**src/dsa_regs.svh**
```systemverilog
// Register offsets, field positions and display codes of the status block.
// Assumes inclusion by name from the design files.
`ifndef DSA_REGS_SVH
`define DSA_REGS_SVH
`define DSA_ADDR_W 4
`define DSA_OFF_ALARM_REG 4'h4
`define DSA_OFF_VENDOR1 4'h5
`define DSA_OFF_SPINDLE 4'h6
`define DSA_OFF_SKEW 4'h7
`define DSA_OFF_EVENT 4'h8
`define DSA_OFF_DISPLAY 4'h9
`define DSA_BIT_OVERTEMP 1
`define DSA_BIT_VOLTAGE 2
`define DSA_BIT_HEADSEL 5
`define DSA_BIT_SPINDLE 0
`define DSA_ZERO8 8'h00
`define DSA_ALARM_UNUSED 8'hD9
`define DSA_CODE_INIT 8'h00
`define DSA_CODE_IDLE 8'h01
`define DSA_CODE_BADSW 8'h02
`define DSA_CODE_FIRST_RDY 8'h03
`define DSA_CODE_SERVO_START 8'h04
`define DSA_CODE_SERVO_END 8'h05
`define DSA_CODE_IO_TMO 8'h06
`define DSA_CODE_SPINUP 8'h07
`define DSA_CODE_DIAG_OK 8'h09
`define DSA_CODE_DIAG_FAIL 8'h0C
`define DSA_CODE_CYL_TMO 8'h0D
`define DSA_CODE_ONCYL_STUCK 8'h0E
`define DSA_CODE_ONCYL_MISS 8'h0F
`define DSA_CODE_FAULT_BASE 8'h10
`endif

```
**src/dsa_pkg.sv**
```systemverilog
// Types shared by the status block.
// Assumes no other package.
package dsa_pkg;
	typedef enum logic [4:0] {
		DSA_EV_IDLE, DSA_EV_NOT_READY, DSA_EV_BADSW, DSA_EV_FIRST_RDY,
		DSA_EV_RDY_LOST, DSA_EV_SERVO_START, DSA_EV_SERVO_END,
		DSA_EV_IO_TMO, DSA_EV_SPINUP, DSA_EV_DIAG_OK, DSA_EV_DIAG_FAIL,
		DSA_EV_CYL_TMO, DSA_EV_ONCYL_STUCK, DSA_EV_ONCYL_MISS
	} dsa_event_type;
endpackage

```
**src/dsa_sync.sv**
```systemverilog
// Three-stage synchroniser for a bus of pin inputs.
// Assumes one clock; the output changes once stages two and three agree.
`timescale 1ns/100ps
`default_nettype none
module dsa_sync #(
	parameter int W = 8
) (
	input wire logic clk,
	input wire logic rst_n,
	input wire logic ce,
	input wire logic [W-1:0] din,
	output logic [W-1:0] dout
);
	logic [W-1:0] s1_q;
	logic [W-1:0] s2_q;
	logic [W-1:0] s3_q;

	always_ff @(posedge clk or negedge rst_n) begin
		if (!rst_n) begin
			s1_q <= '0;
			s2_q <= '0;
			s3_q <= '0;
			dout <= '0;
		end else if (ce) begin
			s1_q <= din;
			s2_q <= s1_q;
			s3_q <= s2_q;
			for (int i = 0; i < W; i++) begin
				if (s2_q[i] == s3_q[i]) begin
					dout[i] <= s3_q[i];
				end
			end
		end
	end
endmodule
`default_nettype wire

```
**src/dsa_top.sv**
```systemverilog
// Status byte assembly and front display code for the drive.
// Assumes fault pins are asynchronous, events come from same-clock logic.
//
// Overview of operation
// - Alarm bit 1 flags logic overtemperature.
// - Alarm bit 2 flags voltage out of range.
// - Alarm bit 5 flags illegal head selection.
// - Byte 6 bit 0 gives spindle head mode.
// - Head skew byte holds low 8 bits of skew value.
// - Display always shows current state or fault.
// - Code 00 after reset until diagnostics pass.
// - Code 01 after diagnostics or not-ready.
// - Code 02 for invalid ID switch setting.
// - Code 03 awaiting first ready or ready loss.
// - Codes 04 and 05 for servo test timeouts.
// - Code 06 when I/O board gets no answer.
// - Code 07 awaiting ready after spin-up.
// - Code 09 when read/write diagnostics pass.
// - Code 0C when read/write diagnostics fail.
// - Code 0D for on-cylinder arrival timeout.
// - Codes 0E and 0F for on-cylinder errors.
// - Codes 11 to 13 for access faults.
// - Codes 14 to 17 with first seek fault.
// - Write fault adds codes 18 through 1F.
`timescale 1ns/100ps
`default_nettype none
`include "dsa_regs.svh"
module dsa_top #(
	parameter int SKEW_W = 8
) (
	input wire logic ref_clk,
	input wire logic reset_n,
	input wire logic clk_en,
	input wire logic [`DSA_ADDR_W-1:0] reg_addr,
	input wire logic [7:0] reg_wdata,
	input wire logic reg_wr,
	input wire logic reg_rd,
	output logic [7:0] reg_rdata,
	input wire logic overtemp_pin,
	input wire logic voltage_pin,
	input wire logic headsel_pin,
	input wire logic rw_fault_pin,
	input wire logic not_oncyl_pin,
	input wire logic seek_fault_pin,
	input wire logic write_fault_pin,
	input wire logic spindle_8head_pin,
	input wire logic diag_done,
	input wire logic event_valid,
	input wire dsa_pkg::dsa_event_type event_code,
	input wire logic [SKEW_W-1:0] head_skew,
	output logic [7:0] display_code
);

	////////////////////////////////////////////////////////////////////////
	// Reset release and pin synchronisation.
	logic rst_a_q;
	logic rst_n_q;
	logic [7:0] pins_s;

	always_ff @(posedge ref_clk or negedge reset_n) begin
		if (!reset_n) begin
			rst_a_q <= 1'b0;
			rst_n_q <= 1'b0;
		end else begin
			rst_a_q <= 1'b1;
			rst_n_q <= rst_a_q;
		end
	end

	dsa_sync #(.W(8)) u_sync (
		.clk(ref_clk),
		.rst_n(rst_n_q),
		.ce(clk_en),
		.din({spindle_8head_pin, write_fault_pin, seek_fault_pin,
			not_oncyl_pin, rw_fault_pin, headsel_pin, voltage_pin,
			overtemp_pin}),
		.dout(pins_s)
	);

	logic overtemp_s, voltage_s, headsel_s, rw_fault_s;
	logic not_oncyl_s, seek_fault_s, write_fault_s, spindle_s;
	assign {spindle_s, write_fault_s, seek_fault_s, not_oncyl_s,
		rw_fault_s, headsel_s, voltage_s, overtemp_s} = pins_s;

	////////////////////////////////////////////////////////////////////////
	// Status bytes.
	logic [7:0] alarm_d;
	logic [7:0] spindle_d;
	logic [7:0] skew_d;

	always_comb begin
		alarm_d = `DSA_ZERO8;
		alarm_d[`DSA_BIT_OVERTEMP] = overtemp_s;
		alarm_d[`DSA_BIT_VOLTAGE] = voltage_s;
		alarm_d[`DSA_BIT_HEADSEL] = headsel_s;
		spindle_d = `DSA_ZERO8;
		spindle_d[`DSA_BIT_SPINDLE] = spindle_s;
		skew_d = 8'(head_skew);
	end

	////////////////////////////////////////////////////////////////////////
	// Display state: power-up code until diagnostics, then fault codes while any fault is set, else event codes.
	logic diag_ok_q;
	logic [7:0] state_code_q;
	logic [7:0] fault_code;
	logic fault_any;
	logic [7:0] display_d;

	function automatic logic [7:0] ev_to_code(dsa_pkg::dsa_event_type ev);
		logic [7:0] c;
		c = `DSA_CODE_IDLE;
		unique case (ev)
			dsa_pkg::DSA_EV_IDLE: c = `DSA_CODE_IDLE;
			dsa_pkg::DSA_EV_NOT_READY: c = `DSA_CODE_IDLE;
			dsa_pkg::DSA_EV_BADSW: c = `DSA_CODE_BADSW;
			dsa_pkg::DSA_EV_FIRST_RDY: c = `DSA_CODE_FIRST_RDY;
			dsa_pkg::DSA_EV_RDY_LOST: c = `DSA_CODE_FIRST_RDY;
			dsa_pkg::DSA_EV_SERVO_START: c = `DSA_CODE_SERVO_START;
			dsa_pkg::DSA_EV_SERVO_END: c = `DSA_CODE_SERVO_END;
			dsa_pkg::DSA_EV_IO_TMO: c = `DSA_CODE_IO_TMO;
			dsa_pkg::DSA_EV_SPINUP: c = `DSA_CODE_SPINUP;
			dsa_pkg::DSA_EV_DIAG_OK: c = `DSA_CODE_DIAG_OK;
			dsa_pkg::DSA_EV_DIAG_FAIL: c = `DSA_CODE_DIAG_FAIL;
			dsa_pkg::DSA_EV_CYL_TMO: c = `DSA_CODE_CYL_TMO;
			dsa_pkg::DSA_EV_ONCYL_STUCK: c = `DSA_CODE_ONCYL_STUCK;
			dsa_pkg::DSA_EV_ONCYL_MISS: c = `DSA_CODE_ONCYL_MISS;
			default: c = `DSA_CODE_IDLE;
		endcase
		return c;
	endfunction

	always_ff @(posedge ref_clk or negedge rst_n_q) begin
		if (!rst_n_q) begin
			diag_ok_q <= 1'b0;
		end else if (clk_en && diag_done) begin
			diag_ok_q <= 1'b1;
		end
	end

	always_ff @(posedge ref_clk or negedge rst_n_q) begin
		if (!rst_n_q) begin
			state_code_q <= `DSA_CODE_IDLE;
		end else if (clk_en && event_valid && diag_ok_q) begin
			state_code_q <= ev_to_code(event_code);
		end
	end

	// Fault flags form the low nibble and write fault bit 3 above base 10.
	always_comb begin
		fault_code = `DSA_CODE_FAULT_BASE |
			{4'h0, write_fault_s, seek_fault_s, not_oncyl_s,
			rw_fault_s};
		fault_any = rw_fault_s | not_oncyl_s | seek_fault_s |
			write_fault_s;
	end

	always_comb begin
		if (!diag_ok_q) begin
			display_d = `DSA_CODE_INIT;
		end else if (fault_any) begin
			display_d = fault_code;
		end else begin
			display_d = state_code_q;
		end
	end

	always_ff @(posedge ref_clk or negedge rst_n_q) begin
		if (!rst_n_q) begin
			display_code <= `DSA_CODE_INIT;
		end else if (clk_en) begin
			display_code <= display_d;
		end
	end

	////////////////////////////////////////////////////////////////////////
	// Register port: read data one cycle after the read strobe.
	logic [7:0] event_reg_q;

	always_ff @(posedge ref_clk or negedge rst_n_q) begin
		if (!rst_n_q) begin
			event_reg_q <= `DSA_ZERO8;
		end else if (clk_en && reg_wr && reg_addr == `DSA_OFF_EVENT) begin
			event_reg_q <= reg_wdata;
		end
	end

	always_ff @(posedge ref_clk or negedge rst_n_q) begin
		if (!rst_n_q) begin
			reg_rdata <= `DSA_ZERO8;
		end else if (clk_en) begin
			if (reg_rd) begin
				unique case (reg_addr)
					`DSA_OFF_ALARM_REG: reg_rdata <= alarm_d;
					`DSA_OFF_SPINDLE: reg_rdata <= spindle_d;
					`DSA_OFF_SKEW: reg_rdata <= skew_d;
					`DSA_OFF_EVENT: reg_rdata <= event_reg_q;
					`DSA_OFF_DISPLAY: reg_rdata <= display_code;
					default: reg_rdata <= `DSA_ZERO8;
				endcase
			end else begin
				reg_rdata <= `DSA_ZERO8;
			end
		end
	end

	////////////////////////////////////////////////////////////////////////
	// Checks.
	property p_overtemp;
		@(posedge ref_clk) disable iff (!rst_n_q)
		clk_en && reg_rd && reg_addr == `DSA_OFF_ALARM_REG ##1 clk_en
		|-> reg_rdata[`DSA_BIT_OVERTEMP] == $past(overtemp_s);
	endproperty
	a_overtemp: assert property (p_overtemp)
		else $error("overtemp bit wrong");

	property p_voltage;
		@(posedge ref_clk) disable iff (!rst_n_q)
		clk_en && reg_rd && reg_addr == `DSA_OFF_ALARM_REG ##1 clk_en
		|-> reg_rdata[`DSA_BIT_VOLTAGE] == $past(voltage_s);
	endproperty
	a_voltage: assert property (p_voltage)
		else $error("voltage bit wrong");

	property p_headsel;
		@(posedge ref_clk) disable iff (!rst_n_q)
		clk_en && reg_rd && reg_addr == `DSA_OFF_ALARM_REG ##1 clk_en
		|-> reg_rdata[`DSA_BIT_HEADSEL] == $past(headsel_s);
	endproperty
	a_headsel: assert property (p_headsel)
		else $error("head select bit wrong");

	property p_spindle;
		@(posedge ref_clk) disable iff (!rst_n_q)
		clk_en && reg_rd && reg_addr == `DSA_OFF_SPINDLE ##1 clk_en
		|-> reg_rdata == {7'h0, $past(spindle_s)};
	endproperty
	a_spindle: assert property (p_spindle)
		else $error("spindle byte wrong");

	property p_skew;
		@(posedge ref_clk) disable iff (!rst_n_q)
		clk_en && reg_rd && reg_addr == `DSA_OFF_SKEW ##1 clk_en
		|-> reg_rdata == $past(skew_d);
	endproperty
	a_skew: assert property (p_skew)
		else $error("skew byte wrong");

	property p_init;
		@(posedge ref_clk) disable iff (!rst_n_q)
		!diag_ok_q ##1 clk_en |-> display_code == `DSA_CODE_INIT;
	endproperty
	a_init: assert property (p_init)
		else $error("display left 00 early");

	property p_fault;
		@(posedge ref_clk) disable iff (!rst_n_q)
		clk_en && diag_ok_q && seek_fault_s && rw_fault_s && !not_oncyl_s
		&& !write_fault_s ##1 clk_en |-> display_code == 8'h15;
	endproperty
	a_fault: assert property (p_fault)
		else $error("code 15 not shown");

	property p_wfault;
		@(posedge ref_clk) disable iff (!rst_n_q)
		clk_en && diag_ok_q && write_fault_s ##1 clk_en
		|-> display_code[4:3] == 2'b11;
	endproperty
	a_wfault: assert property (p_wfault)
		else $error("write fault code wrong");

	property p_noreserved;
		@(posedge ref_clk) disable iff (!rst_n_q)
		display_code != 8'h08 && display_code != 8'h10 &&
		display_code != 8'h0A && display_code != 8'h0B;
	endproperty
	a_noreserved: assert property (p_noreserved)
		else $error("reserved code shown");

	property p_code_range;
		@(posedge ref_clk) disable iff (!rst_n_q)
		display_code[7:5] == 3'b000;
	endproperty
	a_code_range: assert property (p_code_range)
		else $error("display code out of range");

	property p_vendor;
		@(posedge ref_clk) disable iff (!rst_n_q)
		clk_en && reg_rd && reg_addr == `DSA_OFF_VENDOR1
		|=> reg_rdata == `DSA_ZERO8;
	endproperty
	a_vendor: assert property (p_vendor)
		else $error("vendor byte not zero");

	property p_alarm_unused;
		@(posedge ref_clk) disable iff (!rst_n_q)
		clk_en && reg_rd && reg_addr == `DSA_OFF_ALARM_REG
		|=> (reg_rdata & `DSA_ALARM_UNUSED) == `DSA_ZERO8;
	endproperty
	a_alarm_unused: assert property (p_alarm_unused)
		else $error("alarm unused bits set");

	property p_rdata_idle;
		@(posedge ref_clk) disable iff (!rst_n_q)
		clk_en && !reg_rd |=> reg_rdata == `DSA_ZERO8;
	endproperty
	a_rdata_idle: assert property (p_rdata_idle)
		else $error("read data not zero when idle");

	property p_freeze;
		@(posedge ref_clk) disable iff (!rst_n_q)
		!clk_en |=> $stable(display_code) && $stable(reg_rdata);
	endproperty
	a_freeze: assert property (p_freeze)
		else $error("state moved while clock enable low");

	property p_not_ready;
		@(posedge ref_clk) disable iff (!rst_n_q)
		clk_en && diag_ok_q && event_valid
		&& event_code == dsa_pkg::DSA_EV_NOT_READY ##1 clk_en && !fault_any
		|=> display_code == `DSA_CODE_IDLE;
	endproperty
	a_not_ready: assert property (p_not_ready)
		else $error("not ready code wrong");

	property p_spinup;
		@(posedge ref_clk) disable iff (!rst_n_q)
		clk_en && diag_ok_q && event_valid
		&& event_code == dsa_pkg::DSA_EV_SPINUP ##1 clk_en && !fault_any
		|=> display_code == `DSA_CODE_SPINUP;
	endproperty
	a_spinup: assert property (p_spinup)
		else $error("spin-up code wrong");

	property p_rwfault;
		@(posedge ref_clk) disable iff (!rst_n_q)
		clk_en && diag_ok_q && rw_fault_s && !not_oncyl_s
		&& !seek_fault_s && !write_fault_s
		|=> display_code == 8'h11;
	endproperty
	a_rwfault: assert property (p_rwfault)
		else $error("code 11 not shown");

	c_diag: cover property (@(posedge ref_clk) $rose(diag_ok_q));
	c_event: cover property (@(posedge ref_clk) diag_ok_q && event_valid);
	c_fault: cover property (@(posedge ref_clk) fault_any && diag_ok_q);
	c_wfault: cover property (@(posedge ref_clk) diag_ok_q && write_fault_s);
	c_freeze: cover property (@(posedge ref_clk) !clk_en && diag_ok_q);
endmodule
`default_nettype wire
```
**config.mk**
```make
export PLATFORM = sky130hd
export DESIGN_NAME = dsa_top
export DESIGN_NICKNAME = d
export VERILOG_FILES = /design/src/dsa_pkg.sv /design/src/dsa_sync.sv /design/src/dsa_top.sv
export VERILOG_INCLUDE_DIRS = /design/src /design/src/src
export SDC_FILE = /design/constraint.sdc
export NUM_CORES = 1
export LEC_CHECK = 0
export BUFFER_PORTS_ARGS = -buffer_cell sky130_fd_sc_hd__buf_2
export CAP_MARGIN = 10
export CORE_MARGIN = 1
export CORE_UTILIZATION = 49
export DETAILED_ROUTE_END_ITERATION = 8
export PLACE_DENSITY = 0.81
export SLEW_MARGIN = 20
export SYNTH_ARGS = -nofsm -noshare
export SYNTH_HDL_FRONTEND = slang
export SYNTH_SLANG_ARGS = --single-unit
export TNS_END_PERCENT = 30
```
**constraint.sdc**
```tcl
create_clock -name ref_clk -period 1.84 [get_ports ref_clk]
set_clock_uncertainty 0.15 [all_clocks]
set_input_delay 0.276 -clock ref_clk [delete_from_list [all_inputs] [get_ports ref_clk]]
set_output_delay 0.276 -clock ref_clk [all_outputs]
set_load 0.01 [all_outputs]
```
==> impl_metrics.csv, run 1 <==
group,metric,value,unit
pwr,vdd_drop_max,0.565,mV
pwr,leakage,1.53,nW
cells_and_area,drive_gt1_share,37.1,%
logic_synthesis,synthArstFlopShare,100,%
timing,final-setup-viol-count,0,
routing,drtIter0Drc,125,
logic_synthesis,synthCells,234,
logic_synthesis,synth_top_family_by_area,"multiplexers",
logic_synthesis,synth_edf_count,0,
worst_setup_path,path_cells,"buf_2 > nor4b_4 > and3_1 > mux2_2",
grt,first_global_vias,1916,
worst_setup_path,crit_type,"input pin to flip-flop",
worst_setup_path,cp-start-kind,"input pin",
cells_and_area,multiInputGateArea,1070,µm²
floorplan,rows,26,
grt,antenna_found_initial,0,
placement,place_hpwl,3510,µm
cells_and_area,layout_common_cells,"dfrtp_1 (58), buf_2 (52), mux2_2 (32)",
grt,grt_first_pass_wirelength,8700,µm
logic_synthesis,synth-compound-area-share,12.8,%
timing,tns,0,ps
floorplan,die_x,76.4,µm
placement,post-place-ws,37.8,ps
cts,worstSkewPairLatency,340,ps
timing,slew_violations,0,
worst_setup_path,crit_path_max_fanout,8,
routing,wl,5010,µm
timing,clock.fmax,694,MHz
worst_setup_path,required,1910,ps
grt,grt_usage,19.3,%
logic_synthesis,synth-simple-area-share,9.17,%
timing,rsz0062_at_grt,"no",
worst_setup_path,slowest_stage,"and3_1",
cells_and_area,fin_nets,338,
routing,routed_via_density,5.34,
run_status,status,"finished, final reports clean",
pwr,power.density,1070,nW/µm²
worst_setup_path,critical_path_arrival,1510,ps
placement,gp_congestion,0.809,
cts,clockBufferDepth,2,
timing,period_share,78.3,%
cts,clkSinkCount,60,
routing,drc,0,
logic_synthesis,syn-cell-area,2710,µm²
worst_setup_path,critPathMaxStageDelay,420,ps
cts,numCtsBuffers,9,
cts,path_clk_slew,70,ps
cts,tritoncts,"done",
logic_synthesis,synth_area_per_cell,11.6,µm²
placement,io_buffers,52,
grt,overflow,0,
logic_synthesis,yosysSeqAreaShare,55.4,%
routing,avgRoutedWirePerCell,13.6,µm
worst_setup_path,endpoint_kind,"flip-flop",
cells_and_area,syn_to_final_growth,21.6,%
routing,vias,1970,
cells_and_area,diodes,0,
logic_synthesis,synth_mux_area_share,15.2,%
logic_synthesis,synth_seq_cells,60,
cts,clockRootBuffer,"clkbuf_8",
logic_synthesis,synth_fa_ha_area_share,1.84,%
cells_and_area,regArea,1500,µm²
timing,final.min_clock_period,1440,ps
floorplan,die_h,76.4,µm
flow_run,maxCapViolations,0,
floorplan,core_region_area,5200,µm²
floorplan,start_util,52.1,%
floorplan,dieArea,5840,µm²
grt,grt_max_degree,43,
routing,dr.pass1.iters,4,
worst_hold_path,hold_class,"input pin to flip-flop",
cells_and_area,fillers,447,
logic_synthesis,synth_xor_area_share,0,%
floorplan,ios,56,
timing,worst_slack,399,ps
timing,hold_violations,0,
logic_synthesis,ys.flop_type,"dfrtp_1",
logic_synthesis,synth.distinct_cells,37,
routing,antenna_left,0,
pwr,finalPower,0.00353,W
logic_synthesis,yosys_warnings,0,
cts,htreeDepth,3,
cells_and_area,layout_commonest_cell,"dfrtp_1",
==> sequential cells by signal, indices dropped and copies added, names as in the netlist, 4 cells and up <==
register	count
u_sync.s3_q	8
reg_rdata	8
state_code_q	4
display_code	5
u_sync.s1_q	8
event_reg_q	8
u_sync.s2_q	8
u_sync.dout	8
==> worst paths after layout <==
kind	startpoint	to	slack [ps]	cells after the start
setup / recovery	reg_addr[1]	event_reg_q[3]$_DFFE_PN0P_	400	4
hold / removal	reg_wdata[0]	event_reg_q[0]$_DFFE_PN0P_	10	2
setup reg to reg	u_sync.dout[3]$_DFFE_PN0P_	display_code[2]$_DFFE_PN0P_	560	4
hold reg to reg	rst_n_q$_DFF_PN0_	u_sync.s3_q[4]$_DFFE_PN0P_	40	0
max in group asynchronous	rst_n_q$_DFF_PN0_	display_code[1]$_DFFE_PN0P_	960	1
min in group asynchronous	rst_n_q$_DFF_PN0_	u_sync.s3_q[4]$_DFFE_PN0P_	40	0
==> worst max-delay path, delay by kind of cell <==
family                 cells  cell delay (ps)
and+or+nand+nor            2              690
muxes                      1              390
buffers and inverters      1              150
==> Yosys cell counts (4+ instances only) <==
cell / n / area share, %
ha_1: 4 / 1.8
nor2_1: 12 / 1.7
nand2_1: 7 / 0.97
clkbuf_1: 6 / 0.83
dfrtp_1: 59 / 54
inv_1: 16 / 2.2
o21ai_0: 6 / 1.1
o22ai_1: 15 / 3.5
nand2b_1: 12 / 2.8
a21oi_1: 21 / 3.9
mux2i_1: 4 / 1.5
mux2_2: 32 / 13
==> report_power, final <==
| group | leakage [nW] | total [W] | internal [W] | switching [W] |
|---|---|---|---|---|
| sequential | 0.743 | 0.00170 | 0.00154 | 0.000162 |
| clock | 0.112 | 0.00126 | 0.000770 | 0.000494 |
| combinational | 0.680 | 0.000570 | 0.000306 | 0.000264 |
==> through the flow <==
| stage | area, µm² | cells | hold WS [ps] | util [%] |
|---|---|---|---|---|
| 6_report | 3300 | 369 | 14.5 | 63.4 |
| 5_1_grt | 3300 | 369 | 2.73 | 63.4 |
| 4_1_cts | 3300 | 369 | 0.221 | 63.4 |
| 3_5_place_dp | 3050 | 350 | -86.0 | 58.6 |
| 3_3_place_gp | 3050 | 350 | -86.6 | 58.6 |
| 2_1_floorplan | 2720 | 236 | -170 | - |
==> per-layer routing <==
layer / global-route usage [%] / wire (µm) / vias up
met2: 28.5 / 2360 / 68
li1: - / - / 938
met5: 0 / 0 / -
met3: 6.23 / 289 / 10
met4: 11.2 / 115 / 0
met1: 24.8 / 2240 / 954
==> cells by family after synthesis <==
group           after synthesis
mux                          37
buf+inv                      31
fa+ha+maj                     4
simple gates                 43
flops                        60
compound gates               57
other cells                   2
==> area by class of cell <==
type,instances,area share [%]
inverter,16,1.82
clock inverter,3,1.29
sequential,60,45.6
multi-input combinational,145,32.5
clock buffer,13,5.42
tap,70,2.65
timing repair buffer,62,10.8
==> what timing repair did <==
item	4_1_cts	5_1_grt
resized for setup	0	0
setup endpoints to repair	0	0
endpoints found under the hold margin	4	0
setup buffers	0	0
hold buffers	3	0
No activity file was read; power rests on OpenSTA's default activity.
==> run 2, diff against run 1 <==
clock period = 1.29 ns   (was 1.84 ns; I/O delays follow)
==> impl_metrics.csv, run 2 (same netlist as run 1, synthesis figures left out) <==
group,metric,value,unit
cells_and_area,diodes,0,
placement,post-place-ws,-302,ps
cells_and_area,syn_to_final_growth,31.0,%
cts,clkSinkCount,60,
cells_and_area,fillers,396,
worst_hold_path,hold_class,"input pin to flip-flop",
worst_setup_path,cp-start-kind,"flip-flop",
cells_and_area,regArea,1500,µm²
cts,numCtsBuffers,9,
routing,vias,2073,
timing,period_share,98.1,%
timing,rsz0062_at_grt,"yes",
floorplan,dieArea,5840,µm²
cells_and_area,drive_gt1_share,37.8,%
floorplan,die_h,76.4,µm
worst_setup_path,cpMostUsedCell,"buf_4",
pwr,finalPower,0.00502,W
run_status,status,"finished, final reports clean",
worst_setup_path,endpoint_kind,"flip-flop",
timing,slew_violations,0,
pwr,power.density,1410,nW/µm²
cells_and_area,final_core_utilization,68.3,%
cells_and_area,layout_common_cells,"dfrtp_1 (58), buf_2 (52), mux2_2 (32)",
routing,routed_via_density,5.25,
placement,dp.cells,359,
flow_run,maxCapViolations,0,
timing,worst_slack,24.5,ps
cts,clockBufferDepth,2,
cts,path_clk_slew,70,ps
cts,htreeDepth,3,
routing,drc,0,
cts,tritoncts,"done",
floorplan,rows,26,
cts,worstSkewPairLatency,340,ps
timing,final-setup-viol-count,0,
routing,antenna_left,0,
floorplan,die_x,76.4,µm
worst_setup_path,cp_top_family,"flip-flops",
timing,hold_violations,0,
worst_setup_path,required,1360,ps
cells_and_area,multiInputGateArea,1090,µm²
placement,io_buffers,52,
cells_and_area,fin_cells,395,
worst_setup_path,path_cells,"nor4_2 > buf_4 > buf_4 > o22ai_1",
grt,antenna_found_initial,0,
grt,overflow,0,
timing,final.min_clock_period,1270,ps
worst_setup_path,critical_path_arrival,1330,ps
routing,wl,5590,µm
routing,dr.pass1.iters,4,
grt,grt_first_pass_wirelength,9690,µm
floorplan,start_util,52.1,%
cells_and_area,layout_commonest_cell,"dfrtp_1",
worst_setup_path,crit_type,"flip-flop to flip-flop",
worst_setup_path,slowest_stage,"dfrtp_1",
routing,drtIter0Drc,113,
cells_and_area,fin_nets,365,
grt,grt_max_degree,59,
cts,clockRootBuffer,"clkbuf_8",
worst_setup_path,crit_path_max_fanout,5,
pwr,vdd_drop_max,1.21,mV
worst_setup_path,critPathMaxStageDelay,400,ps
placement,place_hpwl,3610,µm
pwr,leakage,1.65,nW
worst_setup_path,r2r_slack,20,ps
floorplan,core_region_area,5200,µm²
worst_setup_path,cp_num_buf_inv,2,
grt,grt_usage,21.6,%
grt,first_global_vias,2058,
placement,gp_congestion,0.818,
floorplan,ios,56,
routing,avgRoutedWirePerCell,14.2,µm
timing,clock.fmax,790,MHz
## run 2: cell types whose count changed in the layout (fill, tap and decap cells not counted), sizes merged
cell         delta
buf            +10
clkbuf          -3
clkinv          +2
dlygate4sd3    +17
## run 2: final cells by class
cell class | count | area share [%]
Sequential cell | 60 | 42.3
Multi-Input combinational cell | 145 | 30.6
Timing Repair Buffer | 89 | 17.6
Clock buffer | 10 | 3.87
Tap cell | 70 | 2.46
Inverter | 16 | 1.69
Clock inverter | 5 | 1.48
## run 2: worst paths after layout
check                                           startpoint                          end  cells after the start
worst max-delay path            u_sync.dout[3]$_DFFE_PN0P_  display_code[4]$_DFFE_PN0P_                      4
worst max register to register  u_sync.dout[3]$_DFFE_PN0P_  display_code[4]$_DFFE_PN0P_                      4
max in group asynchronous                          reset_n            rst_n_q$_DFF_PN0_                      3
worst min register to register           rst_n_q$_DFF_PN0_   u_sync.s2_q[4]$_DFFE_PN0P_                      1
min in group asynchronous                rst_n_q$_DFF_PN0_   u_sync.s2_q[4]$_DFFE_PN0P_                      1
worst min-delay path                         event_code[4]  state_code_q[0]$_DFFE_PN1P_                      3
## run 2: worst reg2reg max path: stages (launching register included)
cell and delay (ps):
dfrtp_1 400, nor4_2 260, buf_4 180, buf_4 100
o22ai_1 60
## run 2: stage by stage
step	setup TNS, ps	hold WS [ps]	area, µm²
floorplan	-3040	-252	2720
global placement	-3340	-171	3140
detailed placement	-3850	-170	3140
CTS	0	1.51	3520
global route	-33.5	11.8	3560
finish	0	16.9	3560
## run 2: report_power, final
| part | switching [W] | internal (W) | total [W] |
|---|---|---|---|
| registers | 0.000223 | 0.00219 | 0.00242 |
| logic | 0.000440 | 0.000540 | 0.000980 |
| clock network | 0.000702 | 0.000922 | 0.00162 |
## run 2: metal layers
| metal | wire (µm) | GRT usage (%) | vias to the layer above |
|---|---|---|---|
| li1 | - | - | 993 |
| met1 | 2470 | 27.9 | 1001 |
| met3 | 306 | 7.66 | 11 |
| met4 | 104 | 7.88 | 0 |
| met2 | 2710 | 33.6 | 68 |
| met5 | 0 | 0 | - |
## run 2: what timing repair did
item	CTS	global route
gates resized for setup	0	3
hold buffers	19	1
setup endpoints to repair	0	4
hold endpoints to repair	19	1
setup buffers	0	1
